===== config.mk =====
export PLATFORM = sky130hd
export DESIGN_NAME = acs_top
export DESIGN_NICKNAME = d
export VERILOG_FILES = /design/src/acs_pkg.sv /design/src/acs_sar_if.sv /design/src/acs_sar_engine.sv /design/src/acs_top.sv
export SDC_FILE = /design/constraint.sdc
export NUM_CORES = 1
export LEC_CHECK = 0
export BUFFER_PORTS_ARGS = -buffer_cell sky130_fd_sc_hd__buf_2
export CAP_MARGIN = 20
export CORE_ASPECT_RATIO = 1.1
export CORE_UTILIZATION = 52
export DETAILED_ROUTE_END_ITERATION = 10
export PLACE_DENSITY = 0.76
export SLEW_MARGIN = 20
export SYNTH_ARGS = -nofsm -noshare
export SYNTH_HDL_FRONTEND = slang
export SYNTH_SLANG_ARGS = --single-unit
export TNS_END_PERCENT = 100

===== constraint.sdc =====
create_clock -name pclk -period 4 [get_ports pclk]
set_input_delay 0.2 -clock pclk [delete_from_list [all_inputs] [get_ports pclk]]
set_output_delay 0.2 -clock pclk [all_outputs]
set_load 0.1 [all_outputs]

===== src/acs_pkg.sv =====
// constants, register map and state codes of the converter sequencer
package acs_pkg;

  localparam int RES_W = 10;
  localparam int APB_AW = 12;
  localparam int APB_DW = 32;
  localparam int REG_W = 8;

  // register byte addresses
  localparam logic [11:0] OFF_CTRL0 = 12'h000;
  localparam logic [11:0] OFF_CTRL2 = 12'h004;
  localparam logic [11:0] OFF_CFG = 12'h008;
  localparam logic [11:0] OFF_STAT = 12'h00c;
  localparam logic [11:0] OFF_RESH = 12'h010;
  localparam logic [11:0] OFF_RESL = 12'h014;

  // converter_control_zero fields
  localparam int CTRL0_EN = 0;
  localparam int CTRL0_RUN = 1;
  localparam int CTRL0_CHS_LSB = 2;
  localparam int CHS_W = 5;
  localparam logic [7:0] CTRL0_RST = 8'h00;

  // converter_control_two fields
  localparam int CTRL2_TRIG_LSB = 0;
  localparam int TRIG_W = 3;
  localparam logic [2:0] TRIG_RST = 3'h0;
  localparam logic [2:0] TRIG_NONE = 3'h0;
  localparam logic [2:0] TRIG_TIMER_ZERO_EVENT = 3'h1;
  localparam logic [2:0] TRIG_TIMER_ONE_EVENT = 3'h2;
  localparam logic [2:0] TRIG_TIMER_TWO_EVENT = 3'h3;
  localparam logic [2:0] TRIG_CMP1 = 3'h4;
  localparam logic [2:0] TRIG_CMP2 = 3'h5;

  // converter config fields: conversion clock select and interrupt enable
  localparam int CFG_CLK_LSB = 0;
  localparam int CLK_W = 3;
  localparam int CFG_IE = 3;
  localparam logic [2:0] CLK_RST = 3'h0;
  localparam logic [2:0] CLK_FRC_MASK = 3'h3;

  // status fields
  localparam int STAT_DONE = 0;
  localparam int STAT_BUSY = 1;
  localparam int STAT_PWR = 2;

  // system clock cycles in one instruction cycle
  localparam int INSTR_CYCLES = 4;
  localparam int DIV_W = 7;

  typedef enum logic [1:0] {
    ACS_IDLE = 2'b00,
    ACS_DELAY = 2'b01,
    ACS_CONV = 2'b10
  } acs_state_t;

endpackage


===== src/acs_sar_if.sv =====
// handshake between sequencer control and successive approximation engine
`timescale 1ns/1ns
interface acs_sar_if;
  import acs_pkg::*;
  logic start;
  logic abort;
  logic tad_tick;
  logic cmp;
  logic busy;
  logic done;
  logic [RES_W-1:0] result;
  logic [RES_W-1:0] partial;
  logic [RES_W-1:0] dac_code;

  modport ctrl (
    output start, abort, tad_tick, cmp,
    input busy, done, result, partial, dac_code
  );

  modport engine (
    input start, abort, tad_tick, cmp,
    output busy, done, result, partial, dac_code
  );
endinterface


===== src/acs_sar_engine.sv =====
// successive approximation bit engine with partial result fill
`timescale 1ns/1ns
module acs_sar_engine (
  input wire logic pclk,
  input wire logic presetn,
  acs_sar_if.engine sif
);
  import acs_pkg::*;

  typedef struct packed {
    logic active;
    logic sampled;
    logic any;
    logic last;
    logic done;
    logic [3:0] idx;
    logic [RES_W-1:0] code;
  } acs_sar_state_t;

  acs_sar_state_t r_reg;
  acs_sar_state_t r_next;

  // unresolved bits copy the most recently resolved bit
  function automatic logic [RES_W-1:0] fill_partial(
    input logic [RES_W-1:0] code,
    input logic [3:0] idx,
    input logic last,
    input logic any
  );
    logic [RES_W-1:0] res;
    res = code;
    for (int i = 0; i < RES_W; i++) begin
      if (i <= int'(idx)) begin
        res[i] = any & last;
      end
    end
    return res;
  endfunction

  always_comb begin
    r_next = r_reg;
    r_next.done = 1'b0;
    if (sif.start) begin
      r_next.active = 1'b1;
      r_next.sampled = 1'b0;
      r_next.any = 1'b0;
      r_next.last = 1'b0;
      r_next.idx = 4'(RES_W - 1);
      r_next.code = '0;
      r_next.code[RES_W-1] = 1'b1;
    end else if (sif.abort) begin
      r_next.active = 1'b0;
    end else if (r_reg.active && sif.tad_tick) begin
      if (!r_reg.sampled) begin
        // first period hands the sample to the hold capacitor
        r_next.sampled = 1'b1;
      end else begin
        r_next.code[r_reg.idx] = sif.cmp;
        r_next.last = sif.cmp;
        r_next.any = 1'b1;
        if (r_reg.idx == 4'h0) begin
          r_next.active = 1'b0;
          r_next.done = 1'b1;
        end else begin
          r_next.idx = r_reg.idx - 4'h1;
          r_next.code[r_reg.idx - 4'h1] = 1'b1;
        end
      end
    end
  end

  always_ff @(posedge pclk or negedge presetn) begin
    if (!presetn) begin
      r_reg <= '0;
    end else begin
      r_reg <= r_next;
    end
  end

  assign sif.busy = r_reg.active;
  assign sif.done = r_reg.done;
  assign sif.result = r_reg.code;
  assign sif.dac_code = r_reg.code;
  assign sif.partial = fill_partial(r_reg.code, r_reg.idx, r_reg.last, r_reg.any);
endmodule


===== src/acs_top.sv =====
// converter sequencer: apb registers, start, trigger, sleep and completion control
//
// Function
// - converter works only while enable bit set
// - writing run bit high starts conversion
// - completion clears run, sets done, loads result
// - clearing run early aborts, loads partial result
// - unresolved bits copy last resolved bit
// - reset clears registers, stops any conversion
// - only rc clock keeps converting in sleep
// - rc clock delays start one instruction cycle
// - done in sleep with interrupt wakes device
// - sleep without interrupt powers off after done
// - sleep on system clock aborts, powers off
// - rising trigger edge sets run bit
// - three bit field selects trigger source
// - control zero bit 7 reads zero, resets zero
//
// Local design decisions: the register offsets and the APB register port.
`timescale 1ns/1ns
module acs_top (
  input wire logic pclk,
  input wire logic presetn,
  input wire logic [acs_pkg::APB_AW-1:0] paddr,
  input wire logic psel,
  input wire logic penable,
  input wire logic pwrite,
  input wire logic [acs_pkg::APB_DW-1:0] pwdata,
  output logic [acs_pkg::APB_DW-1:0] prdata,
  output logic pready,
  output logic pslverr,
  input wire logic sleep_active,
  input wire logic timer_zero_event,
  input wire logic timer_one_event,
  input wire logic timer_two_event,
  input wire logic comparator_one_output,
  input wire logic comparator_two_output,
  input wire logic frc_clock_in,
  input wire logic sar_comparator_in,
  output logic converter_powered,
  output logic sample_hold_en,
  output logic [acs_pkg::CHS_W-1:0] channel_select,
  output logic [acs_pkg::RES_W-1:0] sar_dac_code,
  output logic conversion_done_flag,
  output logic wake_request
);
  import acs_pkg::*;

  typedef struct packed {
    acs_state_t state;
    logic enable;
    logic run;
    logic [CHS_W-1:0] chan;
    logic [TRIG_W-1:0] trig;
    logic [CLK_W-1:0] clksel;
    logic ie;
    logic done;
    logic [RES_W-1:0] result;
    logic powered_down;
    logic [DIV_W-2:0] div_cnt;
    logic [1:0] delay_cnt;
    logic [REG_W-1:0] rdata;
    logic [4:0] trg_s1;
    logic [4:0] trg_s2;
    logic [4:0] trg_s3;
    logic frc_s1;
    logic frc_s2;
    logic frc_s3;
    logic cmp_s1;
    logic cmp_s2;
    logic wake;
  } acs_top_state_t;

  acs_top_state_t r_reg;
  acs_top_state_t r_next;

  acs_sar_if sif ();

  logic start_pulse;
  logic abort_pulse;
  logic tad_tick;

  // system clock division for each conversion clock code
  function automatic logic [DIV_W-1:0] div_of(input logic [CLK_W-1:0] sel);
    logic [DIV_W-1:0] d;
    case (sel)
      3'h0: d = 7'h02;
      3'h4: d = 7'h04;
      3'h1: d = 7'h08;
      3'h5: d = 7'h10;
      3'h2: d = 7'h20;
      3'h6: d = 7'h40;
      default: d = 7'h02;
    endcase
    return d;
  endfunction

  function automatic logic addr_ok(input logic [APB_AW-1:0] a);
    logic ok;
    case (a)
      OFF_CTRL0, OFF_CTRL2, OFF_CFG, OFF_STAT, OFF_RESH, OFF_RESL: ok = 1'b1;
      default: ok = 1'b0;
    endcase
    return ok;
  endfunction

  function automatic logic is_frc(input logic [CLK_W-1:0] sel);
    return (sel & CLK_FRC_MASK) == CLK_FRC_MASK;
  endfunction

  always_comb begin
    logic setup;
    logic wr;
    logic frc_sel;
    logic sys_tick;
    logic frc_tick;
    logic trig_edge;
    logic start_req;
    logic sw_abort;
    logic kill;
    logic [4:0] edges;
    setup = 1'b0;
    wr = 1'b0;
    frc_sel = 1'b0;
    sys_tick = 1'b0;
    frc_tick = 1'b0;
    trig_edge = 1'b0;
    start_req = 1'b0;
    sw_abort = 1'b0;
    kill = 1'b0;
    edges = '0;
    r_next = r_reg;
    r_next.wake = 1'b0;
    start_pulse = 1'b0;
    abort_pulse = 1'b0;

    // pin synchronisers; the third stage feeds edge detection
    r_next.trg_s1 = {comparator_two_output, comparator_one_output, timer_two_event,
                     timer_one_event, timer_zero_event};
    r_next.trg_s2 = r_reg.trg_s1;
    r_next.trg_s3 = r_reg.trg_s2;
    r_next.frc_s1 = frc_clock_in;
    r_next.frc_s2 = r_reg.frc_s1;
    r_next.frc_s3 = r_reg.frc_s2;
    r_next.cmp_s1 = sar_comparator_in;
    r_next.cmp_s2 = r_reg.cmp_s1;

    // conversion clock: system divider ticks are masked in sleep, rc clock keeps running
    frc_sel = is_frc(r_reg.clksel);
    frc_tick = r_reg.frc_s2 & ~r_reg.frc_s3;
    if ({1'b0, r_reg.div_cnt} >= div_of(r_reg.clksel) - 7'h01) begin
      r_next.div_cnt = '0;
      sys_tick = 1'b1;
    end else begin
      r_next.div_cnt = r_reg.div_cnt + 6'h01;
    end
    tad_tick = frc_sel ? frc_tick : (sys_tick & ~sleep_active);

    // apb: read data captured in setup, writes land in access
    setup = psel & ~penable;
    wr = psel & penable & pwrite & addr_ok(paddr);
    if (setup) begin
      case (paddr)
        OFF_CTRL0: r_next.rdata = {1'b0, r_reg.chan, r_reg.run, r_reg.enable};
        OFF_CTRL2: r_next.rdata = {5'h00, r_reg.trig};
        OFF_CFG: r_next.rdata = {4'h0, r_reg.ie, r_reg.clksel};
        OFF_STAT: r_next.rdata = {5'h00, ~r_reg.powered_down & r_reg.enable,
                                  r_reg.state != ACS_IDLE, r_reg.done};
        OFF_RESH: r_next.rdata = {6'h00, r_reg.result[RES_W-1:REG_W]};
        OFF_RESL: r_next.rdata = r_reg.result[REG_W-1:0];
        default: r_next.rdata = 8'h00;
      endcase
    end

    if (wr && paddr == OFF_CTRL0) begin
      r_next.chan = pwdata[CTRL0_CHS_LSB +: CHS_W];
      r_next.enable = pwdata[CTRL0_EN];
      if (!pwdata[CTRL0_EN]) begin
        kill = 1'b1;
      end else if (pwdata[CTRL0_RUN] && !r_reg.run) begin
        start_req = 1'b1;
      end else if (!pwdata[CTRL0_RUN] && r_reg.run) begin
        sw_abort = 1'b1;
      end
    end
    if (wr && paddr == OFF_CTRL2) begin
      r_next.trig = pwdata[CTRL2_TRIG_LSB +: TRIG_W];
    end
    if (wr && paddr == OFF_CFG) begin
      r_next.clksel = pwdata[CFG_CLK_LSB +: CLK_W];
      r_next.ie = pwdata[CFG_IE];
    end
    if (wr && paddr == OFF_STAT && pwdata[STAT_DONE]) begin
      r_next.done = 1'b0;
    end

    // automatic trigger on a rising edge of the selected source
    edges = r_reg.trg_s2 & ~r_reg.trg_s3;
    case (r_reg.trig)
      TRIG_TIMER_ZERO_EVENT: trig_edge = edges[0];
      TRIG_TIMER_ONE_EVENT: trig_edge = edges[1];
      TRIG_TIMER_TWO_EVENT: trig_edge = edges[2];
      TRIG_CMP1: trig_edge = edges[3];
      TRIG_CMP2: trig_edge = edges[4];
      default: trig_edge = 1'b0;
    endcase
    if (trig_edge && r_reg.enable && !r_reg.run && !kill) begin
      start_req = 1'b1;
    end

    // sleep on a system derived clock kills the conversion and the converter
    if (sleep_active && !frc_sel && r_reg.enable) begin
      r_next.powered_down = 1'b1;
      if (r_reg.run) begin
        kill = 1'b1;
      end
    end
    if (!sleep_active && r_reg.powered_down) begin
      r_next.powered_down = 1'b0;
    end
    if (sleep_active && !frc_sel) begin
      start_req = 1'b0;
    end

    case (r_reg.state)
      ACS_IDLE: begin
        if (start_req) begin
          r_next.run = 1'b1;
          r_next.powered_down = 1'b0;
          if (frc_sel) begin
            r_next.state = ACS_DELAY;
            r_next.delay_cnt = '0;
          end else begin
            r_next.state = ACS_CONV;
            start_pulse = 1'b1;
          end
        end
      end
      ACS_DELAY: begin
        if (kill || sw_abort) begin
          r_next.run = 1'b0;
          r_next.state = ACS_IDLE;
        end else if (r_reg.delay_cnt == 2'(INSTR_CYCLES - 1)) begin
          r_next.state = ACS_CONV;
          start_pulse = 1'b1;
        end else begin
          r_next.delay_cnt = r_reg.delay_cnt + 2'h1;
        end
      end
      ACS_CONV: begin
        if (sif.done) begin
          r_next.run = 1'b0;
          r_next.done = 1'b1;
          r_next.result = sif.result;
          r_next.state = ACS_IDLE;
          if (sleep_active && r_reg.ie) begin
            r_next.wake = 1'b1;
          end
          if (sleep_active && !r_reg.ie) begin
            r_next.powered_down = 1'b1;
          end
        end else if (kill) begin
          abort_pulse = 1'b1;
          r_next.run = 1'b0;
          r_next.state = ACS_IDLE;
        end else if (sw_abort) begin
          abort_pulse = 1'b1;
          r_next.run = 1'b0;
          r_next.result = sif.partial;
          r_next.state = ACS_IDLE;
        end
      end
      default: begin
        r_next.state = ACS_IDLE;
        r_next.run = 1'b0;
      end
    endcase
  end

  // asynchronous reset returns every register to its reset value
  always_ff @(posedge pclk or negedge presetn) begin
    if (!presetn) begin
      r_reg <= '0;
      r_reg.state <= ACS_IDLE;
      r_reg.chan <= CTRL0_RST[CTRL0_CHS_LSB +: CHS_W];
      r_reg.trig <= TRIG_RST;
      r_reg.clksel <= CLK_RST;
    end else begin
      r_reg <= r_next;
    end
  end

  assign sif.start = start_pulse;
  assign sif.abort = abort_pulse;
  assign sif.tad_tick = tad_tick;
  assign sif.cmp = r_reg.cmp_s2;

  acs_sar_engine u_engine (
    .pclk(pclk),
    .presetn(presetn),
    .sif(sif)
  );

  assign prdata = {24'h00_0000, r_reg.rdata};
  assign pready = psel & penable;
  assign pslverr = psel & penable & ~addr_ok(paddr);
  assign converter_powered = r_reg.enable & ~r_reg.powered_down;
  assign sample_hold_en = converter_powered & (r_reg.state != ACS_CONV);
  assign channel_select = r_reg.chan;
  assign sar_dac_code = sif.dac_code;
  assign conversion_done_flag = r_reg.done;
  assign wake_request = r_reg.wake;
endmodule


==> flow_summary_export.csv <==
group,metric,value,unit
outcome,status,"finished clean",
finish,drive_gt1_share,18.8,%
cts,htreeDepth,3,
worst_setup_path,cp-end-kind,"flop",
timing,period_needed,2.56,ns
worst_setup_path,crit_fanout,15,
synth,netlist_area,0.00438,mm^2
route,vias_per_cell,5.63,
route,drt_iter0_drc,201,
floorplan,core_area,0.00804,mm^2
route,vias,3425,
grt,grt_max_degree,85,
worst_setup_path,reg2reg_to,"u_engine.sif.dac_code[8]",
timing,finalMaxSlewViolations,0,
worst_setup_path,r2r_slack,1.44,ns
route,drc,0,
worst_setup_path,crit_start,"r_reg[51]",
worst_setup_path,worstSetupPathType,"flop to flop",
grt,gr-total-overflow,0,
finish,diodes,0,
timing,tightest_slew,0.732,ns
route,wl_per_cell,15.0,um
grt,grt_usage,22.3,%
worst_setup_path,worstRegToRegCells,9,
worst_setup_path,crit_required,4.27,ns
worst_setup_path,r2r_start,"r_reg[51]",
timing,tns,0,ns
floorplan,floorplan.initialDensity,54.4,%
timing,timing.final.crit_share,64.0,%
timing,timing.fmax,0.391,GHz
pwr,vdd_drop_max,0.181,mV
place,hpwlAfterDp,6540,um
worst_setup_path,critPathMaxStageDelay,0.45,ns
timing,relSlewSlack,50.7,%
worst_setup_path,path_cells,"nor2b_1 -> inv_1 -> ha_1 -> nand3_1 -> nor2_1 -> o211a_1 -> o22a_2 -> a31oi_1 -> a311oi_1",
cts,cts-root-buf,"clkbuf_8",
pwr,total_power,1810,uW
place,place.gp.congestion,0.874,
synth,ys_ff_latch,84,
finish,stdcell_count,608,
finish,largest_reg_flops,36,
cts,path_clk_slew,0.10,ns
worst_setup_path,cp-endpoint,"u_engine.sif.dac_code[8]",
route,routed_wl,9140,um
timing,rsz0062_at_grt,"false",
finish,nets,559,
synth,ys_async_sr_fraction,100,%
finish,fillCellCount,697,
pwr,power_density,381,mW/mm^2
pwr,leakagePower,0.00219,uW
floorplan,rows,34,
cts,cts_hold_buf,8,
grt,antenna_found_initial,0,
synth,syn_avg_cell_area,9.55,um^2
timing,fin_hold_ws,0.0177,ns
worst_hold_path,hp-class,"input pin to flop",
timing,final-setup-viol-count,0,
synth,yosysSeqAreaShare,48.0,%
route,antenna_left,0,
worst_setup_path,worst_ep_arrival_time,2.83,ns
synth,syn_inst,458,
cts,clk_latency,0.37,ns
place,dpl.cell_count,583,
place,port_buffers,60,
worst_setup_path,crit_path_start_kind,"flop",
floorplan,die_y,98.2,um
floorplan,die_w,89.5,um
cts,postCtsSetupBuffers,0,
timing,finalClockSkew,0.0116,ns
run,cap_violations,0,
worst_setup_path,slowest_stage,"dfrtp_1",
finish,area_delta_synth_final,8.78,%
synth,synth_edf_count,0,
cts,cts_buffers,9,
synth,ys_warn_count,0,
cts,cts_tree,"done",
cts,clock_sinks,84,
grt,grt_pass1_wl,15000,um
floorplan,die-area,0.00879,mm^2
cts,post_cts_resize_count,0,
floorplan,io_pins,110,
finish,post-route-util,59.2,%
route,dr.pass1.iters,5,
synth,synth.distinct_cells,60,
grt,first_global_vias,3231,
cts,clockBufferDepth,2,
timing,hold_viol,0,
synth,synthFlopType,"dfrtp_1",
[per-layer routing]
metal  GRT usage, %  up-vias  wire length, um
met5              0        -                0
met4           9.04        0              167
met3           4.65       15              534
met2           35.1      143             4350
met1           29.8     1620             4080
li1               -     1647                -
[worst min-delay path by stage]
| stage | depth (start not counted) | end | from |
|---|---|---|---|
| floorplan | 0 | channel_select[0] | presetn |
| global placement | 1 | r_next[11] | timer_zero_event |
| detailed placement | 1 | r_next[15] | comparator_two_output |
| CTS | 3 | channel_select[2] | pwdata[4] |
| global route | 3 | channel_select[1] | pwdata[3] |
| finish | 3 | channel_select[2] | pwdata[4] |
[cell type report]
cell class                      count  area (um^2)  area share (%)
Sequential cell                    84         2100            44.2
Clock inverter                      7         76.3            1.60
Inverter                           10         37.5           0.789
Tap cell                          108          135            2.84
Multi-Input combinational cell    320         1880            39.5
Clock buffer                        9          124            2.60
Timing Repair Buffer               70          404            8.49
[logic make-up (layout without fill, tap and decap cells)]
family | count (synthesis) | count (layout) | share of synthesized area [%]
simple gates | 158 | 158 | 17.5
compound gates | 114 | 114 | 17.2
flops | 84 | 84 | 48.0
buf+inv | 77 | 96 | 11.0
mux | 12 | 12 | 3.20
fa+ha+maj | 7 | 7 | 2.00
xor+xnor | 5 | 5 | 1.00
other cells | 1 | 24 | 0.0857
[through the flow]
stage,setup WS (ns),instance area (um^2)
after floorplan,0.519,4460
after global placement,1.24,4470
after detailed placement,1.24,4470
after CTS,1.50,4750
after global routing,1.25,4760
final,1.44,4760
[power breakdown]
group | total (uW) | internal [uW] | switching, uW
clock | 600 | 248 | 352
combinational | 320 | 72.9 | 247
sequential | 894 | 874 | 19.8
[synthesized netlist by cell type (all sizes together) (8+ instances only)]
cell type | n | area share (%)
a21oi | 23 | 2.7
nor2 | 41 | 3.6
nand2 | 49 | 4.2
o21ai | 32 | 3.7
clkbuf | 14 | 1.2
nor2b | 8 | 1.1
dfrtp | 84 | 48
nor3 | 9 | 1.0
a31oi | 9 | 1.3
nand2b | 8 | 1.1
inv | 10 | 0.86
buf | 53 | 8.9
nand3 | 13 | 1.5
[cells in the final DEF (no fill, tap or decap), types with 5 or more instances in the layout]
| cell | instances |
|---|---|
| a21oi_1 | 22 |
| a311oi_1 | 7 |
| a31oi_1 | 9 |
| a41oi_1 | 5 |
| buf_2 | 59 |
| clkbuf_8 | 9 |
| conb_1 | 24 |
| dfrtp_1 | 84 |
| dlygate4sd3_1 | 9 |
| ha_1 | 7 |
| inv_1 | 10 |
| mux2_2 | 6 |
| mux2i_1 | 5 |
| nand2_1 | 49 |
| nand2b_1 | 8 |
| nand3_1 | 13 |
| nor2_1 | 40 |
| nor2b_1 | 8 |
| nor3_1 | 9 |
| o21a_1 | 6 |
| o21ai_0 | 30 |
| o22ai_1 | 5 |
| or3_1 | 5 |
[worst max-delay path: cells and delay by family (launching register included)]
kind	cells	cell delay (ns)
flip-flops	1	0.45
AND/OR/NAND/NOR	3	0.53
adder cells (fa/ha/maj)	1	0.33
AO/OA/AOI/OAI	4	1.06
buffers and inverters	1	0.08
Note: power is estimated with default switching activity, not from simulation.
